[src/design/bcs_pkg.sv]
// Package for the backlash compensation sequencer: register map, reset values, types
package bcs_pkg;

    // ----------------------------------------------------------------
    // Register offsets (byte addresses)
    // ----------------------------------------------------------------
    localparam logic [7:0] BCS_OFS_CTRL = 8'h00;
    localparam logic [7:0] BCS_OFS_TIMES = 8'h04;
    localparam logic [7:0] BCS_OFS_TIMEOUT = 8'h08;
    localparam logic [7:0] BCS_OFS_REF = 8'h0C;
    localparam logic [7:0] BCS_OFS_STATUS = 8'h10;

    // ----------------------------------------------------------------
    // Field positions
    // ----------------------------------------------------------------
    localparam int BCS_CTRL_MODE_LSB = 0;
    localparam int BCS_CTRL_TYPE_BIT = 2;
    localparam int BCS_CTRL_WAIT_BIT = 3;
    localparam int BCS_CTRL_REACT_BIT = 4;
    localparam int BCS_TIMES_FOLLOW_LSB = 16;
    localparam int BCS_STATUS_FAULT_BIT = 4;
    localparam int BCS_STATUS_IDX_LSB = 8;

    // ----------------------------------------------------------------
    // Times in tenths of a second, clock and tick length, speed reference constants
    // ----------------------------------------------------------------
    localparam int BCS_CLK_HZ = 100000000;
    localparam int BCS_TICK_MS = 100;
    localparam int BCS_TICK_CYCLES = BCS_CLK_HZ / 1000 * BCS_TICK_MS;
    localparam logic [15:0] BCS_CHECK_DELAY_RST = 16'h0005;
    localparam logic [15:0] BCS_FOLLOW_TIME_RST = 16'h0005;
    localparam logic [15:0] BCS_FOLLOW_TIME_MAX = 16'h03E8;
    localparam logic [15:0] BCS_TIMEOUT_RST = 16'h0032;
    localparam logic [15:0] BCS_REF_PERCENT_DIV = 16'h0064;
    localparam logic [15:0] BCS_REF_RST = 16'h0000;

    // ----------------------------------------------------------------
    // Enumerations
    // ----------------------------------------------------------------
    typedef enum logic [1:0] {
        BCS_MODE_OFF,
        BCS_MODE_START,
        BCS_MODE_START_DIR,
        BCS_MODE_MASTER_REQ
    } bcs_mode_t;

    typedef enum logic [2:0] {
        BCS_ST_IDLE,
        BCS_ST_FOLLOW,
        BCS_ST_RAMP,
        BCS_ST_CHECK,
        BCS_ST_RUN,
        BCS_ST_REV_STOP,
        BCS_ST_ZERO_HOLD,
        BCS_ST_FAULT
    } bcs_state_t;

    // ----------------------------------------------------------------
    // Carriers
    // ----------------------------------------------------------------
    typedef struct packed {
        logic run_order;
        logic halt;
        logic dir_reverse;
        logic closed_loop;
        logic sync_motor;
        logic torque_at_limit;
        logic motion_stopped;
        logic multi_drive_link;
        logic role_master;
        logic expert_access;
    } bcs_drive_in_t;

    typedef struct packed {
        logic run_enable;
        logic comp_active;
        logic torque_limit_en;
        logic resume_from_limit;
        logic force_speed_ctrl;
        logic drive_stop;
        logic zero_speed_hold;
        logic freewheel;
        logic comp_fault;
        logic report_done;
    } bcs_drive_out_t;

endpackage

[src/design/bcs_sequencer.sv]
// Backlash compensation sequencer with APB register slave and follower coordination
//
// Summary of operation
// - Mode selects off (reset), on start, start plus reversal, or master request.
// - Start mode compensates whenever run order appears or halt is removed.
// - Start-plus-reversal mode also compensates each time commanded direction reverses while running.
// - Master-request mode compensates only when the coordinating master asks.
// - Ramp under torque limit until load stalls motion, then run from that torque.
// - Reversal uses stop-and-restart in open loop, zero-speed hold in closed loop.
// - Start-only compensation acts while starting and does nothing once running.
// - Open loop reversal: stop, and if run order persists restart with compensation.
// - Closed loop reversal: hold zero speed, compensate, then return to running.
// - Direct sequential: followers compensate one by one, each for a set time.
// - Direct simultaneous: all followers compensate together for the set time.
// - Controlled sequential: followers report in turn; master goes after the last.
// - Controlled simultaneous: all followers report; master goes after the last.
// - Sequencing type usable only when enabled, multi-drive link and master role.
// - Report waiting (default yes) also needs expert access to change.
// - Without reports master waits a set follower time, 0.5 s, up to 100 s.
// - Compensation speed is settable, default 1% of selected nominal frequency.
// - Works the same in torque control and in speed control.
// - Torque limit is checked only after a set delay from ramp start.
// - On failure either ignore it or stop freewheeling (default).
//
// Chosen here: the APB register port and the placing of the registers.
`timescale 1ns/10ps

module bcs_sequencer
    import bcs_pkg::*;
#(
    parameter int NUM_FOLLOWERS = 2,
    parameter int TICK_CYCLES = bcs_pkg::BCS_TICK_CYCLES
) (
    // Clock, reset, enable
    input wire logic pclk,
    input wire logic presetn,
    input wire logic clk_en,
    // APB slave
    input wire logic psel,
    input wire logic penable,
    input wire logic pwrite,
    input wire logic [7:0] paddr,
    input wire logic [31:0] pwdata,
    output logic [31:0] prdata,
    output logic pready,
    output logic pslverr,
    // Drive state, same clock
    input wire bcs_pkg::bcs_drive_in_t drive_in,
    input wire logic [15:0] async_nominal_freq,
    input wire logic [15:0] sync_nominal_freq,
    // Drive-to-drive link pins
    input wire logic [NUM_FOLLOWERS-1:0] follower_done_pin,
    input wire logic master_request_pin,
    output logic [NUM_FOLLOWERS-1:0] follower_start,
    // Drive commands
    output bcs_pkg::bcs_drive_out_t drive_out,
    output logic [15:0] comp_speed_ref,
    output logic comp_dir_reverse
);
    import bcs_pkg::*;

    localparam int IDXW = (NUM_FOLLOWERS > 1) ? $clog2(NUM_FOLLOWERS) : 1;
    localparam int TICKW = $clog2(TICK_CYCLES + 1);
    localparam logic [IDXW-1:0] LAST_IDX = IDXW'(NUM_FOLLOWERS - 1);

    typedef struct packed {
        bcs_state_t state;
        logic [TICKW-1:0] tick_cnt;
        logic [15:0] timer;
        logic [IDXW-1:0] fidx;
        logic run_ok_q;
        logic dir_q;
        logic [NUM_FOLLOWERS-1:0] done_s1;
        logic [NUM_FOLLOWERS-1:0] done_s2;
        logic mreq_s1;
        logic mreq_s2;
        logic mreq_q;
        bcs_mode_t mode;
        logic seq_simul;
        logic wait_reports;
        logic react_freewheel;
        logic [15:0] check_delay;
        logic [15:0] follow_time;
        logic [15:0] timeout;
        logic [15:0] ref_set;
        logic fault;
        logic report;
        logic resume;
        logic [15:0] spd;
        logic comp_dir;
    } bcs_regs_t;

    bcs_regs_t r;
    bcs_regs_t next_r;

    // ----------------------------------------------------------------
    // Helpers
    // ----------------------------------------------------------------
    function automatic logic bus_write(input logic [7:0] ofs);
        bus_write = psel && penable && pwrite && clk_en && (paddr == ofs);
    endfunction

    logic run_ok;
    logic start_evt;
    logic reverse_evt;
    logic mreq_evt;
    logic coordinator;
    logic expert_ok;
    logic eff_simul;
    logic eff_wait;
    logic tick;
    logic mapped;
    logic [15:0] nominal;
    logic follow_step_done;

    always_comb begin
        run_ok = drive_in.run_order && !drive_in.halt;
        start_evt = run_ok && !r.run_ok_q;
        reverse_evt = (drive_in.dir_reverse != r.dir_q);
        mreq_evt = r.mreq_s2 && !r.mreq_q;
        coordinator = (r.mode != BCS_MODE_OFF) && drive_in.multi_drive_link
            && drive_in.role_master;
        expert_ok = coordinator && drive_in.expert_access;
        eff_simul = coordinator && r.seq_simul;
        eff_wait = !expert_ok || r.wait_reports;
        tick = (r.tick_cnt == TICKW'(TICK_CYCLES - 1));
        mapped = (paddr == BCS_OFS_CTRL) || (paddr == BCS_OFS_TIMES)
            || (paddr == BCS_OFS_TIMEOUT) || (paddr == BCS_OFS_REF)
            || (paddr == BCS_OFS_STATUS);
        nominal = drive_in.sync_motor ? sync_nominal_freq : async_nominal_freq;
        // Reports or the timer, depending on the follower strategy
        if (eff_wait) begin
            if (eff_simul) begin
                follow_step_done = &r.done_s2;
            end else begin
                follow_step_done = r.done_s2[r.fidx];
            end
        end else begin
            // Only a tick edge ends the wait, so the free tick phase never shortens it
            follow_step_done = (r.timer >= r.follow_time) && tick;
        end
    end

    // ----------------------------------------------------------------
    // APB read side
    // ----------------------------------------------------------------
    always_comb begin
        pready = clk_en;
        pslverr = psel && penable && !mapped;
        prdata = 32'h0000_0000;
        unique case (paddr)
            BCS_OFS_CTRL: begin
                prdata[BCS_CTRL_MODE_LSB +: 2] = r.mode;
                prdata[BCS_CTRL_TYPE_BIT] = r.seq_simul;
                prdata[BCS_CTRL_WAIT_BIT] = r.wait_reports;
                prdata[BCS_CTRL_REACT_BIT] = r.react_freewheel;
            end
            BCS_OFS_TIMES: begin
                prdata = {r.follow_time, r.check_delay};
            end
            BCS_OFS_TIMEOUT: begin
                prdata[15:0] = r.timeout;
            end
            BCS_OFS_REF: begin
                prdata[15:0] = r.ref_set;
            end
            BCS_OFS_STATUS: begin
                prdata[2:0] = r.state;
                prdata[BCS_STATUS_FAULT_BIT] = r.fault;
                prdata[BCS_STATUS_IDX_LSB +: IDXW] = r.fidx;
            end
            default: begin
                prdata = 32'h0000_0000;
            end
        endcase
    end

    // ----------------------------------------------------------------
    // Next state
    // ----------------------------------------------------------------
    always_comb begin
        next_r = r;
        if (clk_en) begin
            // Link pins are foreign; the first stage is never looked at
            next_r.done_s1 = follower_done_pin;
            next_r.done_s2 = r.done_s1;
            next_r.mreq_s1 = master_request_pin;
            next_r.mreq_s2 = r.mreq_s1;
            next_r.mreq_q = r.mreq_s2;
            next_r.run_ok_q = run_ok;
            next_r.dir_q = drive_in.dir_reverse;
            next_r.resume = 1'b0;
            next_r.tick_cnt = tick ? '0 : r.tick_cnt + 1'b1;
            if (tick && r.timer != 16'hFFFF) begin
                next_r.timer = r.timer + 16'h0001;
            end
            // Default speed tracks 1% of the nominal frequency in use
            next_r.spd = (r.ref_set == 16'h0000) ? nominal / BCS_REF_PERCENT_DIV
                : r.ref_set;

            // Register writes
            if (bus_write(BCS_OFS_CTRL)) begin
                next_r.mode = bcs_mode_t'(pwdata[BCS_CTRL_MODE_LSB +: 2]);
                next_r.react_freewheel = pwdata[BCS_CTRL_REACT_BIT];
                if (coordinator) begin
                    next_r.seq_simul = pwdata[BCS_CTRL_TYPE_BIT];
                end
                if (expert_ok) begin
                    next_r.wait_reports = pwdata[BCS_CTRL_WAIT_BIT];
                end
            end
            if (bus_write(BCS_OFS_TIMES)) begin
                next_r.check_delay = pwdata[15:0];
                if (expert_ok) begin
                    // Clamped: the follower time tops out at 100 s
                    next_r.follow_time = (pwdata[31:16] > BCS_FOLLOW_TIME_MAX) ?
                        BCS_FOLLOW_TIME_MAX : pwdata[BCS_TIMES_FOLLOW_LSB +: 16];
                end
            end
            if (bus_write(BCS_OFS_TIMEOUT)) begin
                next_r.timeout = pwdata[15:0];
            end
            if (bus_write(BCS_OFS_REF)) begin
                next_r.ref_set = pwdata[15:0];
            end
            if (bus_write(BCS_OFS_STATUS) && pwdata[BCS_STATUS_FAULT_BIT]) begin
                next_r.fault = 1'b0;
            end

            // Sequencer; the control type never enters here, torque or speed alike
            unique case (r.state)
                BCS_ST_IDLE: begin
                    next_r.report = 1'b0;
                    if (start_evt) begin
                        next_r.comp_dir = drive_in.dir_reverse;
                        next_r.timer = 16'h0000;
                        next_r.fidx = '0;
                        if (r.mode == BCS_MODE_START || r.mode == BCS_MODE_START_DIR) begin
                            next_r.state = coordinator ? BCS_ST_FOLLOW
                                : BCS_ST_RAMP;
                        end else if (r.mode == BCS_MODE_MASTER_REQ && r.mreq_s2) begin
                            next_r.state = BCS_ST_RAMP;
                        end else begin
                            next_r.state = BCS_ST_RUN;
                        end
                    end
                end
                BCS_ST_FOLLOW: begin
                    if (!run_ok) begin
                        next_r.state = BCS_ST_IDLE;
                    end else if (follow_step_done) begin
                        next_r.timer = 16'h0000;
                        if (eff_simul || r.fidx == LAST_IDX) begin
                            next_r.state = BCS_ST_RAMP;
                        end else begin
                            next_r.fidx = r.fidx + 1'b1;
                        end
                    end
                end
                BCS_ST_RAMP: begin
                    if (!run_ok) begin
                        next_r.state = BCS_ST_IDLE;
                    end else if (r.timer >= r.check_delay && tick) begin
                        next_r.timer = 16'h0000;
                        next_r.state = BCS_ST_CHECK;
                    end
                end
                BCS_ST_CHECK: begin
                    if (!run_ok) begin
                        next_r.state = BCS_ST_IDLE;
                    end else if (drive_in.torque_at_limit && drive_in.motion_stopped) begin
                        next_r.resume = 1'b1;
                        next_r.report = (r.mode == BCS_MODE_MASTER_REQ);
                        next_r.state = BCS_ST_RUN;
                    end else if (r.timer >= r.timeout) begin
                        next_r.fault = 1'b1;
                        next_r.state = r.react_freewheel ? BCS_ST_FAULT
                            : BCS_ST_RUN;
                    end
                end
                BCS_ST_RUN: begin
                    if (!run_ok) begin
                        next_r.state = BCS_ST_IDLE;
                    end else if (r.mode == BCS_MODE_MASTER_REQ && mreq_evt) begin
                        next_r.timer = 16'h0000;
                        next_r.comp_dir = drive_in.dir_reverse;
                        next_r.state = BCS_ST_RAMP;
                    end else if (r.mode == BCS_MODE_START_DIR && reverse_evt) begin
                        next_r.comp_dir = drive_in.dir_reverse;
                        next_r.state = drive_in.closed_loop ? BCS_ST_ZERO_HOLD
                            : BCS_ST_REV_STOP;
                    end
                    // Start-only mode stays out of the way here
                    if (r.mode != BCS_MODE_MASTER_REQ) begin
                        next_r.report = 1'b0;
                    end else if (!r.mreq_s2) begin
                        next_r.report = 1'b0;
                    end
                end
                BCS_ST_REV_STOP: begin
                    if (!run_ok) begin
                        next_r.state = BCS_ST_IDLE;
                    end else if (drive_in.motion_stopped) begin
                        next_r.timer = 16'h0000;
                        next_r.fidx = '0;
                        next_r.comp_dir = drive_in.dir_reverse;
                        next_r.state = coordinator ? BCS_ST_FOLLOW : BCS_ST_RAMP;
                    end
                end
                BCS_ST_ZERO_HOLD: begin
                    if (!run_ok) begin
                        next_r.state = BCS_ST_IDLE;
                    end else if (drive_in.motion_stopped) begin
                        next_r.timer = 16'h0000;
                        next_r.fidx = '0;
                        next_r.comp_dir = drive_in.dir_reverse;
                        next_r.state = coordinator ? BCS_ST_FOLLOW : BCS_ST_RAMP;
                    end
                end
                BCS_ST_FAULT: begin
                    // Freewheel until the run order goes away or halt is applied
                    if (!run_ok) begin
                        next_r.state = BCS_ST_IDLE;
                    end
                end
            endcase
        end
    end

    // ----------------------------------------------------------------
    // State register
    // ----------------------------------------------------------------
    always_ff @(posedge pclk or negedge presetn) begin
        if (!presetn) begin
            r <= '{
                state: BCS_ST_IDLE,
                tick_cnt: '0,
                timer: 16'h0000,
                fidx: '0,
                run_ok_q: 1'b0,
                dir_q: 1'b0,
                done_s1: '0,
                done_s2: '0,
                mreq_s1: 1'b0,
                mreq_s2: 1'b0,
                mreq_q: 1'b0,
                mode: BCS_MODE_OFF,
                seq_simul: 1'b0,
                wait_reports: 1'b1,
                react_freewheel: 1'b1,
                check_delay: BCS_CHECK_DELAY_RST,
                follow_time: BCS_FOLLOW_TIME_RST,
                timeout: BCS_TIMEOUT_RST,
                ref_set: BCS_REF_RST,
                fault: 1'b0,
                report: 1'b0,
                resume: 1'b0,
                spd: 16'h0000,
                comp_dir: 1'b0
            };
        end else begin
            r <= next_r;
        end
    end

    // ----------------------------------------------------------------
    // Outputs
    // ----------------------------------------------------------------
    logic in_comp;
    logic master_waits;

    always_comb begin
        in_comp = (r.state == BCS_ST_RAMP) || (r.state == BCS_ST_CHECK);
        master_waits = (r.state == BCS_ST_FOLLOW);
        drive_out.run_enable = (r.state == BCS_ST_RUN);
        drive_out.comp_active = in_comp;
        drive_out.torque_limit_en = in_comp;
        drive_out.resume_from_limit = r.resume;
        drive_out.force_speed_ctrl = in_comp && (r.mode == BCS_MODE_MASTER_REQ);
        drive_out.drive_stop = (r.state == BCS_ST_REV_STOP)
            || (master_waits && !drive_in.closed_loop);
        drive_out.zero_speed_hold = (r.state == BCS_ST_ZERO_HOLD)
            || (master_waits && drive_in.closed_loop);
        drive_out.freewheel = (r.state == BCS_ST_FAULT);
        drive_out.comp_fault = r.fault;
        drive_out.report_done = r.report;
        comp_speed_ref = r.spd;
        comp_dir_reverse = r.comp_dir;
    end

    genvar gi;
    generate
        for (gi = 0; gi < NUM_FOLLOWERS; gi++) begin : g_fstart
            // Sequential keeps a follower started until it reports or its slot ends
            assign follower_start[gi] = master_waits
                && (eff_simul || r.fidx == IDXW'(gi));
        end
    endgenerate

endmodule

[config.mk]
export PLATFORM = sky130hd
export DESIGN_NAME = bcs_sequencer
export DESIGN_NICKNAME = d
export VERILOG_FILES = /design/src/design/bcs_pkg.sv /design/src/design/bcs_sequencer.sv
export SDC_FILE = /design/constraint.sdc
export NUM_CORES = 1
export LEC_CHECK = 0
export BUFFER_PORTS_ARGS = -buffer_cell sky130_fd_sc_hd__buf_2
export CAP_MARGIN = 5
export CORE_ASPECT_RATIO = 1.1
export CORE_UTILIZATION = 50
export CTS_CLUSTER_DIAMETER = 30
export CTS_CLUSTER_SIZE = 10
export DETAILED_ROUTE_END_ITERATION = 10
export GPL_TIMING_DRIVEN = 0
export PLACE_DENSITY = 0.71
export SLEW_MARGIN = 5
export SYNTH_ARGS = -nofsm -noshare
export SYNTH_HDL_FRONTEND = slang
export SYNTH_SLANG_ARGS = --single-unit
[constraint.sdc]
create_clock -name pclk -period 5.2 [get_ports pclk]
set_clock_uncertainty 0.15 [all_clocks]
set_input_delay 0.78 -clock pclk [delete_from_list [all_inputs] [get_ports pclk]]
set_output_delay 0.78 -clock pclk [all_outputs]
set_load 0.005 [all_outputs]
* Yosys cells after proc, flatten, opt, wreduce, memory -nomap -nowiden
Index checks and enable logic that the tools add are counted.
Storage, ports and cells: flip-flop bits (word level) 142, input bits 91, output and inout bits 63
Operators by class: add/subtract/negate cells 3, divide/modulo/power cells 1, magnitude comparators 5, equal/unequal tests 36, muxes and demuxes 66, bitwise gates (word level) 1, reductions and logical operators 66
Operators by type and width (number):
- 16-bit 2-to-1 mux | 9
- 17-bit 2-to-1 mux | 5
- 16-bit case mux with 5 select lines | 1
- 3-bit 2-to-1 mux | 18
- 16-bit greater-or-equal comparator | 3
- 1-bit logical AND | 29
- 24-bit by 1-bit adder with 24-bit output, second input constant | 1
- 24-bit equality test, second input constant | 1
- 24-bit 2-to-1 mux | 1
- 3-bit case mux with 7 select lines | 1
- 7-bit case mux with 3 select lines | 1
- 1-bit 2-to-1 mux | 18
- 16-bit by 1-bit adder with 16-bit output, second input constant | 1
- 16-bit by 7-bit divider with 16-bit output, second input constant | 1
- 8-bit by 4-bit equality test with 1-bit output, second input constant | 2
- 16-bit by 10-bit > comparator with 1-bit output, second input constant | 1
- 16-bit logical NOT | 1
- 16-bit inequality test, second input constant | 1
- 2-bit inequality test, second input constant | 8
- 3-bit case mux with 5 select lines | 1
- 3-bit equality test, second input constant | 4
- 1-bit logical OR | 11
- 2-bit AND reduction | 5
- 3-bit inequality test, second input constant | 3
- 31 further kinds | 51

* Longest topological paths before layout
Gate-level depths: netlist of run 1.
word-level depth 10, depth in mapped cells 28

* Least setup slack after synthesis of run 1
No wires, ideal clock.
kind input to register, from input drive_in[5] in the netlist's numbering, to register r, in the netlist comp_speed_ref[0], arrival 6204 ps, required time 4963 ps, path slack -1241 ps, cell stages on the path 25, path buffers 4, cell sequence mux2_2 > a221o_1 > a211oi_1 > a221o_1 > and3b_1 > buf_6 > o2111a_1 > or3_4 > nor4_4 > or2_1 > buf_6 > o21ai_1 > a31oi_4 > and2_4 > buf_6 > mux2i_1 > nand4_1 > a221o_1 > buf_6 > nor3b_2 > mux2i_1 > nand4_1 > o21a_1 > a211o_1 > o211ai_1
Between the ends: cells in the longest elaborated chain, start to end 3
RTL lines:
- start: declaration | RTL line bcs_sequencer.sv:48 | input wire bcs_pkg::bcs_drive_in_t drive_in,
- 16-bit 2-to-1 mux | RTL line bcs_sequencer.sv:130 | nominal = drive_in.sync_motor ? sync_nominal_freq : async_nominal_freq;
- 16-bit by 7-bit divider with 16-bit output | RTL line bcs_sequencer.sv:198 | next_r.spd = (r.ref_set == 16'h0000) ? nominal / BCS_REF_PERCENT_DIV
- 16-bit 2-to-1 mux | RTL line bcs_sequencer.sv:198
- end signal: assignment | RTL line bcs_sequencer.sv:335 | r <= '{
- end signal: assignment | RTL line bcs_sequencer.sv:362 | r <= next_r;
- end: declaration | RTL line bcs_sequencer.sv:93 | bcs_regs_t r;
No other way between the ends. A chain may end at the register's enable or synchronous reset.

* Final worst setup path of run 1
Ends and elaborated chain as after synthesis.

==> metrics, run 1 <==
status=complete, but fails checks; failing checks=negative setup slack; Area growth syn-to-layout=28.2%; unrepaired setup endpoints after global routing=true; r2r setup slk=0.31 ns; Longest Clk Path Bufs=2; CP max FO=7; drt first-iter violations=801; syn avg cell area=8.91 µm²; CTS tree=built; antenna violations before repair=1; Slew Viols, Final=0; Crit path arrival time=6.51 ns; H-tree depth=4; Max rail drop VDD=0.315 mV; Leak Pwr=0.00663 µW; hold slack=0.141 ns; DIE AREA=22400 µm²; CTS Sinks=142; row cnt=56; GR Util All Layers=0.288; core area=21300 µm²; Post-synth EDFFs=0; detailed-route via count=10500; Crit. End Element=flop; Placed Instances=1659; R2R Path End=r[114]; Crit Path Category=primary input to flop; crit start category=primary input; Final Cycle Share=1.22; Syn Std Cell Area=10900 µm²; RR Startpoint=r[99]; n_diodes=0; Post-Syn Nets=1365; ratio of cells with drive above 1 in the final layout=0.322; Routed Antenna Nets=0; worst skew pair latency=0.43 ns; Buffers on Ports=147; Pre-antenna DRT Iters=5; Syn Inst Count=1221; async set-reset flop share out of synthesis=1.00; vias in the first global route=10000; Place WS=-2.37 ns; Rel. slew slack=0.127; Worst Path Required=5.35 ns; Placer Congestion=0.923; Die W=143 µm; fmax=157 MHz; DR WL/cell=18.6 µm; Die Span Y=157 µm; I/O pin count=154; DR DRC count=0; Non-Filler Instances=1751; wirelength, routed=32600 µm; Primary FF master, synth=dfrtp_1; first-pass GRT wire length=50500 µm; R2R cell count=24; power density cells=466 nW/µm²; largest net degree at the start of global routing=92; Initial Util=0.511; final setup violation count=4; hpwl dp=22900 µm; CTS buffer count=17; register area share after synthesis=0.328; max_cap viols=0; filler cell count=1761; Worst Hold Class=primary input to asynchronous set/reset pin; Via density=5.98; fin crit period=6.36 ns; post-synth cell types=101; Warnings, synthesis=0; Slew @ Worst Pin=1.30 ns; Clk pin slew, worst setup/hold paths=0.06 ns; # nets final=1593; Final WS setup=-1.16 ns; overflow left after global routing=0; clk root buf=clkbuf_16; synthesized flop and latch total=142; Hold Fails Final Rpt=0
[worst max-delay path, cell delays in order]
cell	delay (ns)
buf_8	0.08
buf_8	0.12
buf_8	0.13
nand3_4	0.07
a211o_4	0.42
a22o_4	0.30
a21o_1	0.17
and3b_2	0.24
o2111a_1	0.28
or3_4	0.44
o21a_4	0.21
or2_1	0.22
buf_6	0.14
o311ai_4	0.24
o311ai_4	0.19
and2_4	0.25
a2111oi_4	0.43
nand3_2	0.20
buf_6	0.18
a41oi_4	0.21
nor4_4	0.08
buf_6	0.14
nor3b_4	0.32
buf_6	0.17
xnor2_4	0.06
o311ai_2	0.28
o211ai_1	0.12
[area by class of cell]
class	instances	area (µm²)	share of cell area
tap	290	363	0.0260
clock inverter	14	168	0.0120
clock buffer	17	425	0.0305
buffer	69	413	0.0296
timing repair buffer	211	1350	0.0969
inverter	59	221	0.0159
multi-input combinational	949	7440	0.533
sequential	142	3560	0.256
[power by group]
part	leakage (µW)	internal (µW)	switching (µW)
registers	0.00173	1170	50.5
clock network	0.000285	751	488
logic	0.00462	1940	2100
[worst max-delay path by stage]
stage,from,end,slack [ns],depth (start not counted)
4_1_cts,drive_in[5],comp_speed_ref[1],-1.03,25
3_3_place_gp,drive_in[5],comp_speed_ref[0],-2.32,24
2_1_floorplan,drive_in[5],comp_speed_ref[0],-1.10,26
6_report,drive_in[5],comp_speed_ref[0],-1.16,27
5_1_grt,drive_in[5],comp_speed_ref[0],-1.35,29
3_5_place_dp,drive_in[5],comp_speed_ref[0],-2.37,24
[state kept, by name, indices dropped and copies added (netlist names)]
signal,cells
comp_dir_reverse,1
comp_speed_ref,16
drive_out,3
r,122
[repair_timing]
action,CTS,global route
setup endpoints to repair,5,14
pin swaps,56,49
gates cloned,2,0
resized for setup,79,72
buffers inserted,47,15
hold buffers,0,0
[per-stage QoR]
stage / cell area, µm² / power (µW) / util / setup TNS [ns]
5_1_grt: 13900 / 6800 / 0.655 / -4.04
3_3_place_gp: 12100 / 3900 / 0.566 / -8.23
4_1_cts: 13500 / 5980 / 0.632 / -2.99
6_report: 13900 / 6500 / 0.655 / -3.35
3_5_place_dp: 12100 / 3910 / 0.567 / -8.59
2_1_floorplan: 11000 / 3330 / - / -3.18
[layer usage]
layer | track usage | vias to the layer above | share of wire | wire, µm
li1 | - | 4920 | - | -
met1 | 0.359 | 5065 | 0.42 | 13600
met2 | 0.493 | 406 | 0.49 | 16000
met3 | 0.0480 | 87 | 0.059 | 1930
met4 | 0.120 | 0 | 0.032 | 1060
met5 | 0 | - | 0 | 0
[kinds of logic after synthesis]
group | count (synthesis) | share of synthesized area
simple gates | 442 | 0.205
compound gates | 308 | 0.206
flops | 142 | 0.328
buf+inv | 131 | 0.0589
mux | 96 | 0.0983
fa+ha+maj | 53 | 0.0610
xor+xnor | 49 | 0.0438
[placed cells by master, fill, tap and decap left out, types with 6 or more instances in the layout]
cell type	count
mux2i_4	6
xnor2_1	24
nor2b_1	7
nand2_1	117
mux2_2	58
ha_1	53
a21o_1	43
o21ai_0	65
clkbuf_1	33
nand2b_1	11
dfrtp_1	133
dfstp_2	9
clkbuf_16	17
nor2_1	112
xor2_1	18
a21oi_1	49
buf_4	70
and4_1	6
and3_1	23
or3_1	6
nor4_1	25
a31oi_1	7
inv_1	58
mux2i_1	20
nor3_2	6
nand4_1	14
and2_4	6
buf_2	146
a221o_1	8
nor3_1	23
nand3_1	33
a22oi_1	14
buf_6	14
o211ai_1	8
[cells in the mapped netlist (11+ instances only)]
cell type	number	area, µm²
ha_1	53	663
nand2b_1	11	68.8
a22oi_1	14	105
inv_1	58	218
mux2i_1	26	260
xor2_1	19	166
clkbuf_1	34	128
a21o_1	43	323
nor3_1	30	150
a31oi_1	13	81.3
mux2_2	61	687
a21oi_1	56	280
buf_4	23	173
o21ai_0	70	350
dfrtp_1	133	3330
nand3_1	39	195
nor4_1	27	169
nand2_1	119	447
xnor2_1	26	228
nand4_1	14	87.6
and3_1	26	163
nor2_1	115	432
(Power assumes the default switching activity.)
==> run 2, diff against run 1 <==
- CORE_UTILIZATION: 50 -> 55
- PLACE_DENSITY: 0.71 -> 0.77
- SETUP_SLACK_MARGIN: default -> 0.1
==> run 2 against run 1 <==
- non-clock buffer count down 5
- routed wire length down 2.4%
- critical path depth unchanged
- highest routed layer unchanged
- the flow still finishes with violations (negative setup slack)
- cell area down 1.6%
- count of clock-buffer cells in the layout unchanged
- via count up 0.24%
- die area down 9.0%
- combinational power down 7.2%
==> metrics, run 2 (synthesized netlist as in run 1, its figures left out) <==
status=complete, but fails checks; failing checks=negative setup slack; max reg flops=122 (unchanged); DR DRC count=0 (unchanged); ratio of cells with drive above 1 in the final layout=0.317 (-0.00529); overflow left after global routing=0 (unchanged); vias in the first global route=9930 (-1.1%); Buffers on Ports=147 (unchanged); Crit. End Element=flop; unrepaired setup endpoints after global routing=true; Longest Clk Path Bufs=2 (unchanged); crit start category=primary input; R2R cell count=25 (+4.2%); R2R Path End=r[106]; Routed Antenna Nets=0 (unchanged); power density cells=454 nW/µm² (-2.7%); Initial Util=0.566 (+0.0550); hpwl dp=22500 µm (-1.6%); fin crit period=6.47 ns (+0.115 ns); fmax=154 MHz (-1.8%); Crit Path Category=primary input to flop; core area=19200 µm² (-9.7%); r2r setup slk=0.37 ns (+0.06 ns); Rel. slew slack=0.124 (-0.00287); Area growth syn-to-layout=26.2%; Crit path arrival time=6.62 ns (+0.11 ns); Multi-input gate area=7350 µm² (-1.1%); n_diodes=0 (unchanged); final setup violation count=4 (unchanged); filler cell count=1435 (-19%); commonest non-fill, non-tap cells in the layout=146 x buf_2, 133 x dfrtp_1, 118 x nand2_1; Die W=136 µm (-4.6%); most common cell after layout, fill and taps aside=buf_2; utilization after layout=0.714 (+0.0591); CTS Sinks=142 (unchanged); CTS tree=built; Leak Pwr=0.00658 µW (-0.85%); Pre-antenna DRT Iters=5 (unchanged); antenna violations before repair=0 (-1); Final WS setup=-1.27 ns (-0.115 ns); detailed-route via count=10500 (+0.24%); clk root buf=clkbuf_16; row cnt=53 (-5.4%); Die Span Y=150 µm (-4.6%); Clk pin slew, worst setup/hold paths=0.06 ns (about the same); wirelength, routed=31800 µm (-2.4%); Worst Setup SP=drive_in[5]; Storage cell area=3560 µm² (unchanged); H-tree depth=4 (unchanged); Max rail drop VDD=0.377 mV (+20%); drt first-iter violations=781 (-2.5%); first-pass GRT wire length=49500 µm (-2.0%); max_cap viols=0 (unchanged); CTS buffer count=17 (unchanged); Worst Hold Class=primary input to asynchronous set/reset pin; worst skew pair latency=0.43 ns (about the same); CP max FO=7 (unchanged); RR Startpoint=r[99]; Hold Fails Final Rpt=0 (unchanged); Worst Path Required=5.35 ns (about the same); CP Capture Point=comp_speed_ref[0]; Fin Setup TNS=-3.87 ns (-0.522 ns); Slew Viols, Final=0 (unchanged); Slew @ Worst Pin=1.28 ns (-0.0222 ns); GR Util All Layers=0.309 (+0.0211); DIE AREA=20300 µm² (-9.0%); cts hold-fix bufs=0 (unchanged); Final Cycle Share=1.25 (+0.0220); Via density=6.16 (+3.0%); most flop-heavy register=r; # nets final=1588 (-0.31%); Place WS=-2.29 ns (+0.0737 ns); Placer Congestion=0.920 (-0.36%); largest net degree at the start of global routing=88 (-4.3%); I/O pin count=154 (unchanged); DR WL/cell=18.7 µm (+0.31%)
run 2: layout make-up:
type	instances	area share
repair buffers	203	0.0891
clock inverters	15	0.0135
well taps	247	0.0225
clock buffers	17	0.0310
plain buffers	72	0.0324
inverters	59	0.0161
flip-flops and latches	142	0.260
multi-input cells	949	0.536
run 2: metal layers:
metal / up-vias / track usage / wire length, µm
met5: - / 0 / 0
met4: 0 / 0.124 / 899
met3: 75 / 0.0495 / 2070
met2: 483 / 0.518 / 15600
met1: 5046 / 0.397 / 13200
li1: 4899 / - / -
run 2: per-stage QoR:
step                total power (µW)  hold slack, ns  area [µm²]  instances
finish                          6230           0.155       13700       1704
global route                    6520           0.188       13700       1704
CTS                             5720           0.170       13200       1682
detailed placement              3900           0.308       12000       1616
global placement                3860           0.304       12000       1615
floorplan                       3330           0.289       11000       1221
run 2: worst min path at each step:
| stage | endpoint | cells past startpoint | slack, ns | start |
|---|---|---|---|---|
| 2_1_floorplan | r[119] | 1 | 0.29 | r[119] |
| 3_3_place_gp | r[119] | 1 | 0.30 | r[119] |
| 3_5_place_dp | r[119] | 1 | 0.31 | r[119] |
| 4_1_cts | r[61] | 1 | 0.17 | presetn |
| 5_1_grt | r[61] | 1 | 0.19 | presetn |
| 6_report | r[61] | 1 | 0.16 | presetn |
run 2: timing repair:
item	4_1_cts	5_1_grt
setup endpoints to repair	5	15
gates cloned	2	0
hold endpoints to repair	0	0
setup buffers	32	22
gates resized for setup	56	78
pin swaps	40	62
run 2: report_power, final:
| part | switching (µW) | internal [µW] |
|---|---|---|
| Clock | 503 | 761 |
| Sequential | 52.7 | 1170 |
| Combinational | 2010 | 1740 |
run 2: worst max-delay path, stage by stage:
cell and delay, ns:
buf_8 0.10, buf_8 0.12, nand3b_4 0.16, a211o_4 0.40
a22o_4 0.31, a21o_1 0.20, and3b_2 0.22, buf_6 0.13
or2_1 0.23, buf_6 0.14, xnor2_2 0.13, o31a_1 0.38
a2111oi_4 0.42, buf_4 0.22, a21oi_2 0.07, o211ai_1 0.39
nor3_2 0.13, a211oi_4 0.37, nand3_2 0.22, and3_4 0.23
buf_4 0.15, or3_1 0.34, a211o_1 0.28, nand4_1 0.10
o21a_1 0.16, a211o_1 0.13, o211ai_1 0.08
